$ cat src/design/otp_integrity_pkg.sv
// Constants and types shared by the OTP shadow integrity checker
package otp_integrity_pkg;

  // Check code shape
  localparam int          CODE_W    = 3;
  localparam logic [2:0]  CODE_SEED = 3'h7;
  localparam logic [2:0]  CODE_POLY = 3'h3;

  // Shadow array shape, in 8-bit registers
  localparam int          SHADOW_W     = 8;
  localparam int          FACT_REG_CNT = 5;
  localparam int          USER_REG_CNT = 8;

  // Register bus
  localparam int          ADDR_W  = 8;
  localparam int          DATA_W  = 32;
  localparam logic [7:0]  STATUS_CHECK_OFS = 8'h0C;
  localparam logic [7:0]  IRQ_STATUS_OFS   = 8'h10;
  localparam logic [7:0]  IRQ_CLEAR_OFS    = 8'h14;
  localparam logic [7:0]  IRQ_ENABLE_OFS   = 8'h18;
  localparam logic [7:0]  CALC_CODE_OFS    = 8'h1C;
  localparam logic [7:0]  PASS_COUNT_OFS   = 8'h20;
  localparam logic [1:0]  RESP_OKAY        = 2'h0;
  localparam logic [1:0]  RESP_SLVERR      = 2'h2;

  // Status check register fields
  localparam int          FACT_OK_BIT = 2;
  localparam int          USER_OK_BIT = 4;

  // Event bits in the interrupt registers
  localparam int          EV_W        = 3;
  localparam int          EV_FACT_BIT = 0;
  localparam int          EV_USER_BIT = 1;
  localparam int          EV_PROG_BIT = 2;

  // Values after reset
  localparam logic [2:0]  EV_RST      = 3'h0;
  localparam logic [15:0] PASS_RST    = 16'h0000;
  localparam logic        FLAG_OK_RST = 1'b1;

  // Programming sequence for the user code
  typedef enum logic [1:0] {
    PROG_IDLE,
    PROG_WAIT_PASS,
    PROG_WRITE
  } prog_state_t;

endpackage : otp_integrity_pkg

$ cat src/design/axil_reg_slave.sv
// AXI4-Lite slave front end with one write and one read in flight
`timescale 1ns/1ps
`default_nettype none
module axil_reg_slave
  import otp_integrity_pkg::*;
(
  // Clock and reset
  input  wire logic              clk,
  input  wire logic              rst,
  // Write channels
  input  wire logic [ADDR_W-1:0] awaddr,
  input  wire logic              awvalid,
  output logic                   awready,
  input  wire logic [DATA_W-1:0] wdata,
  input  wire logic [3:0]        wstrb,
  input  wire logic              wvalid,
  output logic                   wready,
  output logic [1:0]             bresp,
  output logic                   bvalid,
  input  wire logic              bready,
  // Read channels
  input  wire logic [ADDR_W-1:0] araddr,
  input  wire logic              arvalid,
  output logic                   arready,
  output logic [DATA_W-1:0]      rdata,
  output logic [1:0]             rresp,
  output logic                   rvalid,
  input  wire logic              rready,
  // Register file side
  output logic                   wr_en,
  output logic [ADDR_W-1:0]      wr_addr,
  output logic [DATA_W-1:0]      wr_data,
  output logic [3:0]             wr_strb,
  input  wire logic              wr_err,
  output logic                   rd_en,
  output logic [ADDR_W-1:0]      rd_addr,
  input  wire logic [DATA_W-1:0] rd_data,
  input  wire logic              rd_err
);
  typedef struct packed {
    logic              aw_ok;
    logic              w_ok;
    logic [ADDR_W-1:0] addr;
    logic [DATA_W-1:0] data;
    logic [3:0]        strb;
    logic              awrdy;
    logic              wrdy;
    logic              bvld;
    logic [1:0]        bresp;
    logic              arrdy;
    logic              rvld;
    logic [DATA_W-1:0] rdata;
    logic [1:0]        rresp;
  } bus_t;

  bus_t st_ff;
  bus_t nxt_st;

  always_comb begin
    nxt_st = st_ff;
    wr_en  = st_ff.aw_ok & st_ff.w_ok & ~st_ff.bvld;
    rd_en  = arvalid & st_ff.arrdy;
    if (awvalid && st_ff.awrdy) begin
      nxt_st.aw_ok = 1'b1;
      nxt_st.addr  = awaddr;
    end
    if (wvalid && st_ff.wrdy) begin
      nxt_st.w_ok = 1'b1;
      nxt_st.data = wdata;
      nxt_st.strb = wstrb;
    end
    // Response only once both halves are in
    if (wr_en) begin
      nxt_st.aw_ok = 1'b0;
      nxt_st.w_ok  = 1'b0;
      nxt_st.bvld  = 1'b1;
      nxt_st.bresp = wr_err ? RESP_SLVERR : RESP_OKAY;
    end
    if (st_ff.bvld && bready) begin
      nxt_st.bvld = 1'b0;
    end
    if (rd_en) begin
      nxt_st.rvld  = 1'b1;
      nxt_st.rdata = rd_data;
      nxt_st.rresp = rd_err ? RESP_SLVERR : RESP_OKAY;
    end else if (st_ff.rvld && rready) begin
      nxt_st.rvld = 1'b0;
    end
    // Readies held as flops so the ports come straight from registers
    nxt_st.awrdy = ~nxt_st.aw_ok & ~nxt_st.bvld & ~wr_en;
    nxt_st.wrdy  = ~nxt_st.w_ok & ~nxt_st.bvld & ~wr_en;
    nxt_st.arrdy = ~nxt_st.rvld;
  end

  always_ff @(posedge clk) begin
    if (rst) begin
      st_ff <= '0;
    end else begin
      st_ff <= nxt_st;
    end
  end

  assign awready = st_ff.awrdy;
  assign wready  = st_ff.wrdy;
  assign bvalid  = st_ff.bvld;
  assign bresp   = st_ff.bresp;
  assign arready = st_ff.arrdy;
  assign rvalid  = st_ff.rvld;
  assign rdata   = st_ff.rdata;
  assign rresp   = st_ff.rresp;
  assign wr_addr = st_ff.addr;
  assign wr_data = st_ff.data;
  assign wr_strb = st_ff.strb;
  assign rd_addr = araddr;

endmodule // axil_reg_slave
`default_nettype wire

$ cat config.mk
export PLATFORM = sky130hd
export DESIGN_NAME = axil_reg_slave
export DESIGN_NICKNAME = d
export VERILOG_FILES = /design/src/design/otp_integrity_pkg.sv /design/src/design/axil_reg_slave.sv
export SDC_FILE = /design/constraint.sdc
export NUM_CORES = 1
export LEC_CHECK = 0
export ABC_AREA = 1
export ABC_CLOCK_PERIOD_IN_PS = 1450
export BUFFER_PORTS_ARGS = -buffer_cell sky130_fd_sc_hd__buf_2
export CORE_MARGIN = 2
export CORE_UTILIZATION = 49
export DETAILED_ROUTE_END_ITERATION = 10
export PLACE_DENSITY = 0.95
export SYNTH_ARGS = -nofsm -noshare
export SYNTH_HDL_FRONTEND = slang
export SYNTH_SLANG_ARGS = --single-unit
$ cat constraint.sdc
create_clock -name clk -period 1.45 [get_ports clk]
set_input_delay 0.29 -clock clk [delete_from_list [all_inputs] [get_ports clk]]
set_output_delay 0.29 -clock clk [all_outputs]
set_load 0.03 [all_outputs]
==> impl_metrics.tcl, run 1 <==
set metrics [dict create \
    p_clk_share_pct 29.7 \
    power.leakage_nw 2.04 \
    cp_top_family "flip-flops" \
    start_kind "register" \
    slowest_stage "dfxtp_2" \
    p_switching_mw 1.62 \
    swShare_pct 31.5 \
    cts_tree "built" \
    layout-drive-gt1-share_pct 39.1 \
    synth.most_common_cell "nor2_1" \
    cp-end-kind "output pin" \
    io_buffers 169 \
    grt_pass1_vias 2708 \
    power_mw 5.14 \
    drc 0 \
    path_buf_inv 2 \
    cts_buffers 9 \
    core_area_mm2 0.00721 \
    synth_top_area_share_pct 46.8 \
    antenna_found_initial 0 \
    synthFlopType "dfxtp_1" \
    clk_pin_slew_ns 0.09 \
    nets 628 \
    postSynthAreaPerCell_um2 7.97 \
    overflow 0 \
    synth.largest_area_cell "dfxtp_1" \
    seq_power_share_pct 50.3 \
    drv_cap 0 \
    async_flop_share_pct 0 \
    synth_edf_count 0 \
    numClockSinks 85 \
    clk_latency_ns 0.34 \
    ys_top_cells_by_area "dfxtp_1 (47%), buf_4 (20%), nor2_1 (17%)" \
    grt_pass1_wl_um 12400 \
    crit_type "register to output pin" \
    antenna_cells 0 \
    wl_um 7690 \
    rows 31 \
    fin_setup_tns_ns 0 \
    initial_core_util_pct 50.4 \
    die_h_um 90.1 \
    first_iter_violations 112 \
    placed_cells_incl_taps 623 \
    syn_to_final_growth_pct 12.2 \
    comb_power_share_pct 20.0 \
    postCtsSetupBuffers 0 \
    clock-root-buffer "clkbuf_8" \
    die_x_um 90.1 \
    ys_ff_latch 85 \
    grt_util_all_layers_pct 18.7 \
    ys_top_cells_by_count "nor2_1 (161), buf_4 (95), dfxtp_1 (85)" \
    syn_inst 456 \
    ys_seq_area_share_pct 46.8 \
    num_io_pins 188 \
    crit_arrival_ns 1.04 \
    cp_cell_sequence "nand2_2 -> inv_2 -> clkbuf_4" \
    dpl.hpwl_um 5690 \
    skew_ns 0.0120 \
    intPower_mw 3.52 \
    worstPathMaxFanout 2 \
    stdcell_area_mm2 0.00408 \
    vias 2974 \
    finalHoldViolations 0 \
    setup_viol 0 \
    cp_slowest_stage_delay_ns 0.37 \
    outcome "completed" \
    vias_per_cell 4.65 \
    cts.htree.levels 3 \
    min_period_ns 1.33 \
    ys_types 20 \
    die-area_mm2 0.00813 \
    synthesis.area_mm2 0.00364 \
    layout.cells.non_filler 639 \
    post_drt_wl_per_cell_um 12.0 \
    clockBufferDepth 2 \
    holdCritPathClass "input pin to register" \
    powerDensity_mw_per_mm2 1260 \
    utilization_pct 56.6 \
    placed_area_mm2 0.00388 \
    postRouteAntennaNets 0 \
    fmax_mhz 752 \
    min_period_over_period_pct 91.7 \
    required_ns 1.16 \
    grt_max_degree 43 \
    n_fill_cell 654 \
    place_congestion 0.761 \
    maxSlewViolCount 0 \
    ys_warn_count 0 \
    first_pass_iters 6 \
    vdd_drop_max_mv 0.579 \
]
-- worst register-to-register path: stages, from the launching register on --
cell	delay [ns]
dfxtp_1	0.37
nand2_2	0.09
buf_4	0.25
o21ai_0	0.23
nor2_1	0.06
-- path summary, 6_finish.rpt --
kind / slack [ns] / cells after the start / endpoint / startpoint
worst min register to register: 0.48 / 2 / wr_data[13] / wr_data[13]
worst min-delay path: 0.19 / 2 / arready / rst
worst max-delay path: 0.12 / 3 / rd_en / arready
worst max register to register: 0.35 / 4 / wr_data[1] / wready
-- sequential cells by signal, summed over array words and instances, names as in the netlist --
| name | count |
|---|---|
| rdata | 32 |
| wr_data | 32 |
| wr_addr | 8 |
| wr_strb | 4 |
| st_ff | 2 |
| arready | 1 |
| awready | 1 |
| bresp | 1 |
| bvalid | 1 |
| rresp | 1 |
| rvalid | 1 |
| wready | 1 |
-- cells in the final DEF (no fill, tap or decap), types with 3 or more instances in the layout --
cell | netlist | layout
inv_1 | 4 | 4
o21ai_2 | 8 | 8
buf_4 | 95 | 5
inv_2 | 3 | 3
nor2_1 | 161 | 161
nand2_1 | 7 | 7
clkbuf_8 | 0 | 10
o21ai_0 | 69 | 69
buf_2 | 9 | 167
dfxtp_1 | 85 | 84
-- final cells by class --
| class | count | area, um2 | area share [%] |
|---|---|---|---|
| clock buffer | 10 | 138 | 3.37 |
| tap | 99 | 124 | 3.04 |
| timing repair buffer | 175 | 921 | 22.6 |
| inverter | 8 | 32.5 | 0.797 |
| clock inverter | 6 | 46.3 | 1.13 |
| multi-input combinational | 256 | 1120 | 27.4 |
| sequential | 85 | 1700 | 41.7 |
-- stage by stage --
stage / hold WS [ns] / worst slack (ns)
3_3_place_gp: 0.458 / 0.326
2_1_floorplan: 0.359 / 0.194
6_report: 0.188 / 0.120
3_5_place_dp: 0.466 / 0.243
5_1_grt: 0.166 / -0.0183
4_1_cts: 0.168 / 0.0269
-- cell families after synthesis --
logic type | share of synthesized area [%]
flip-flops | 46.8
AND/OR/NAND/NOR | 18.7
other | 0.103
buffers and inverters | 22.7
AO/OA/AOI/OAI | 11.7
-- metal layers --
| metal | track usage (%) | routed length (um) | up-vias |
|---|---|---|---|
| met3 | 7.46 | 652 | 8 |
| met1 | 21.3 | 3240 | 1334 |
| li1 | - | - | 1497 |
| met2 | 32.6 | 3730 | 135 |
| met5 | 0 | 0 | - |
| met4 | 4.74 | 63 | 0 |
-- power groups by stage --
stage / clock network [mW] / logic, mW / registers, mW
2_1_floorplan: 0 / 0.941 / 2.64
4_1_cts: 1.58 / 1.03 / 2.59
6_report: 1.53 / 1.03 / 2.59
5_1_grt: 1.67 / 1.12 / 2.61
3_3_place_gp: 0 / 1.00 / 2.63
3_5_place_dp: 0 / 1.03 / 2.64
-- what timing repair did --
action | in CTS | in global routing
resized for setup | 0 | 5
endpoints found under the setup margin | 0 | 2
endpoints found under the hold margin | 0 | 0
hold buffers | 0 | 0
No activity file was read; power rests on OpenSTA's default activity.
==> run 2, diff against run 1 <==
- CORE_ASPECT_RATIO: default -> 1.25
==> run 2 against run 1 <==
  * Die area barely moved
  * Non-clock buffer count up 1
  * Worst setup slack worse by 0.039 ns
  * Via count up 0.34%
  * Highest routed layer unchanged
==> impl_metrics.tcl, run 2 (same netlist as run 1, synthesis figures left out) <==
set metrics [dict create \
    clk_pin_slew_ns 0.08 \
    layout_commonest_cell "buf_2" \
    power.leakage_nw 2.06 \
    post_drt_wl_per_cell_um 12.4 \
    final_cell_mix "buf_2 (168), nor2_1 (161), dfxtp_1 (85)" \
    grt_pass1_vias 2787 \
    stdcell_area_mm2 0.00412 \
    drc 0 \
    grt_util_all_layers_pct 18.6 \
    place_congestion 0.739 \
    first_pass_iters 4 \
    nets 629 \
    grt_pass1_wl_um 11900 \
    postCtsSetupBuffers 0 \
    vdd_drop_max_mv 0.727 \
    outcome "completed" \
    die-area_mm2 0.00813 \
    overflow 0 \
    hold_buffers 0 \
    skew_ns 0.00996 \
    dpl.hpwl_um 5920 \
    required_ns 1.16 \
    start_kind "register" \
    holdCritPathClass "input pin to register" \
    rows 35 \
    layout.cells.non_filler 633 \
    antenna_found_initial 0 \
    placed_area_mm2 0.00388 \
    vias 2984 \
    cts_buffers 9 \
    wl_um 7820 \
    utilization_pct 56.6 \
    drv_cap 0 \
    min_period_ns 1.37 \
    min_period_over_period_pct 94.4 \
    numClockSinks 85 \
    fmax_mhz 730 \
    ff2ff_setup_slack_ns 0.26 \
    vias_per_cell 4.71 \
    syn_to_final_growth_pct 13.2 \
    cp-end-kind "output pin" \
    crit_arrival_ns 1.08 \
    worstPathMaxFanout 2 \
    die_h_um 100 \
    rsz0062_at_grt "false" \
    antenna_cells 0 \
    maxSlewViolCount 0 \
    io_buffers 169 \
    first_iter_violations 62 \
    postRouteAntennaNets 0 \
    initial_core_util_pct 50.0 \
    layout-drive-gt1-share_pct 38.8 \
    clk_latency_ns 0.34 \
    finalHoldViolations 0 \
    placed_cells_incl_taps 617 \
    core_area_mm2 0.00727 \
    powerDensity_mw_per_mm2 1330 \
    num_io_pins 188 \
    cts_tree "built" \
    clock-root-buffer "clkbuf_8" \
    clockBufferDepth 2 \
    fin_setup_tns_ns 0 \
    die_x_um 81.0 \
    setup_viol 0 \
    crit_type "register to output pin" \
    cts.htree.levels 3 \
    grt_max_degree 44 \
]
==> run 2: per-stage QoR <==
stage / hold slack [ns] / total power [mW] / setup slack, ns
6_report: 0.186 / 5.46 / 0.0806
5_1_grt: 0.172 / 5.73 / 0.0117
4_1_cts: 0.169 / 5.51 / 0.00810
3_5_place_dp: 0.467 / 3.68 / 0.173
3_3_place_gp: 0.458 / 3.64 / 0.258
2_1_floorplan: 0.359 / 3.59 / 0.194
==> run 2: cell type report <==
class	count	area, um2
Clock buffer	9	124
Inverter	8	37.5
Fill cell	677	3150
Multi-Input combinational cell	256	1110
Sequential cell	85	1700
Clock inverter	7	96.3
Tap cell	92	115
Timing Repair Buffer	176	930
==> run 2: what timing repair did <==
| item | 4_1_cts | 5_1_grt |
|---|---|---|
| resized for setup | 2 | 3 |
| endpoints found under the setup margin | 1 | 1 |
| pin swaps | 0 | 0 |
==> run 2: worst paths after layout <==
path,startpoint,to,depth (start not counted)
max reg2reg,wready,wready,5
max,bvalid,wr_en,4
min reg2reg,wr_data[13],wr_data[13],2
min,wdata[6],wr_data[6],3
==> run 2: metal layers <==
metal  GRT usage [%]  share of wire [%]  up-vias
li1                -                  -     1498
met1            19.0                 39     1346
met2            34.1                 51      124
met3            6.21                8.0       16
met4            7.30                1.6        0
met5               0                  0        -
==> run 2: worst max-delay path, stage by stage, from the launching register on <==
cell,delay (ns)
dfxtp_1,0.33
inv_1,0.06
nand3_1,0.09
inv_1,0.08
buf_2,0.19
==> run 2: report_power, final <==
part / internal [mW] / switching, mW
clock: 0.983 / 0.846
sequential: 2.50 / 0.0835
combinational: 0.341 / 0.698
total: 3.83 / 1.63
==> run 3, diff against run 2 <==
- CORE_ASPECT_RATIO: 1.25 -> 2
- PLACE_DENSITY: 0.95 -> 0.86
==> run 3 against run 2 <==
  * Sequential share of layout area decreased by 0.86 points
  * Cell area increased by 2.2%
  * Sequential power about the same
  * Clock-buffer cell count increased by 4
  * Maximum frequency increased by 1.3%
  * Cell count unchanged
  * Sequential cell count unchanged
  * Die area increased by 0.46%
  * Worst setup slack improved by 0.018 ns
  * Routed wire length decreased by 2.1%
  * Register-to-register slack improved by 0.07 ns
  * Clock skew decreased by 0.0058 ns
==> impl_metrics.tcl, run 3 (same netlist as run 1, synthesis figures left out) <==
set metrics [dict create \
    clk_pin_slew_ns 0.06 \
    layout_commonest_cell "buf_2" \
    postCtsSetupBuffers 0 \
    hold_buffers 0 \
    drv_cap 0 \
    vdd_drop_max_mv 0.785 \
    clock-root-buffer "clkbuf_16" \
    post_drt_wl_per_cell_um 12.1 \
    pre_cts_slack_ns 0.229 \
    fmax_mhz 740 \
    setup_ws_ns 0.0981 \
    first_iter_violations 159 \
    final_cell_mix "buf_2 (168), nor2_1 (161), dfxtp_1 (84)" \
    worstPathMaxFanout 17 \
    vias_per_cell 4.69 \
    layout-drive-gt1-share_pct 38.8 \
    vias 2969 \
    crit_type "register to output pin" \
    min_period_over_period_pct 93.2 \
    min_period_ns 1.35 \
    cts_tree "built" \
    clk_latency_ns 0.32 \
    wl_um 7660 \
    syn_to_final_growth_pct 15.7 \
    die_h_um 126 \
    dpl.hpwl_um 5810 \
    antenna_found_initial 0 \
    overflow 0 \
    grt_util_all_layers_pct 18.8 \
    core_area_mm2 0.00721 \
    start_kind "register" \
    first_pass_iters 4 \
    grt_pass1_wl_um 11900 \
    outcome "completed" \
    grt_pass1_vias 2765 \
    finalHoldViolations 0 \
    numClockSinks 85 \
    cp-end-kind "output pin" \
    die_x_um 64.9 \
    drc 0 \
    setup_viol 0 \
    antenna_cells 0 \
    rows 44 \
    place_congestion 0.849 \
    io_buffers 169 \
    fin_setup_tns_ns 0 \
    grt_max_degree 44 \
    die-area_mm2 0.00817 \
    maxSlewViolCount 0 \
    initial_core_util_pct 50.4 \
    nets 629 \
    clockBufferDepth 2 \
    powerDensity_mw_per_mm2 1410 \
    rsz0062_at_grt "false" \
    num_io_pins 188 \
    postRouteAntennaNets 0 \
    crit_arrival_ns 1.06 \
    holdCritPathClass "input pin to register" \
    cts.htree.levels 3 \
    power.leakage_nw 2.11 \
    required_ns 1.16 \
    cts_buffers 9 \
    skew_ns 0.00420 \
]
run 3: what timing repair did:
item | in CTS | in global routing
endpoints found under the hold margin | 0 | 0
resized for setup | 1 | 2
endpoints found under the setup margin | 1 | 1
pin swaps | 0 | 1
run 3: path summary, 6_finish.rpt:
path	to	slack (ns)	start	cells past startpoint
min	bresp[1]	0.19	wr_err	3
min reg2reg	rdata[14]	0.47	rdata[14]	2
max	rd_en	0.1	arready	3
max reg2reg	rresp[1]	0.33	arready	5
run 3: layout make-up:
type / count / area [um2]
fillers: 653 / 3010
repair buffers: 176 / 926
flip-flops and latches: 85 / 1700
clock inverters: 3 / 42.5
clock buffers: 13 / 270
well taps: 92 / 115
inverters: 8 / 32.5
multi-input cells: 256 / 1120
run 3: per-layer routing:
metal  global-route usage, %  vias up  wire length [um]
met3                    4.64       27               502
li1                        -     1501                 -
met1                    18.7     1321              2840
met5                       0        -                 0
met2                    33.5      120              4030
met4                    11.9        0               285
run 3: through the flow:
stage          cell area, um2  hold slack, ns  utilization (%)  power (mW)  cells
6_report                 4210           0.190             58.3        5.94    633
5_1_grt                  4210           0.208             58.3        6.21    633
4_1_cts                  4200           0.180             58.3        6.00    633
3_5_place_dp             3880           0.466             53.9        3.68    617
3_3_place_gp             3880           0.457             53.9        3.65    617
2_1_floorplan            3640           0.359                -        3.59    457
run 3: worst max-delay path, cell delays in order, from the launching register on:
cell and delay [ns]:
dfxtp_2 0.35, nand2_4 0.12, inv_2 0.08, clkbuf_4 0.19
run 3: power breakdown:
group	total (mW)	leakage [nW]	internal, mW	switching, mW
clock	2.31	0.152	1.47	0.843
combinational	1.03	1.26	0.341	0.688
sequential	2.59	0.699	2.51	0.0840
total	5.94	2.11	4.32	1.61
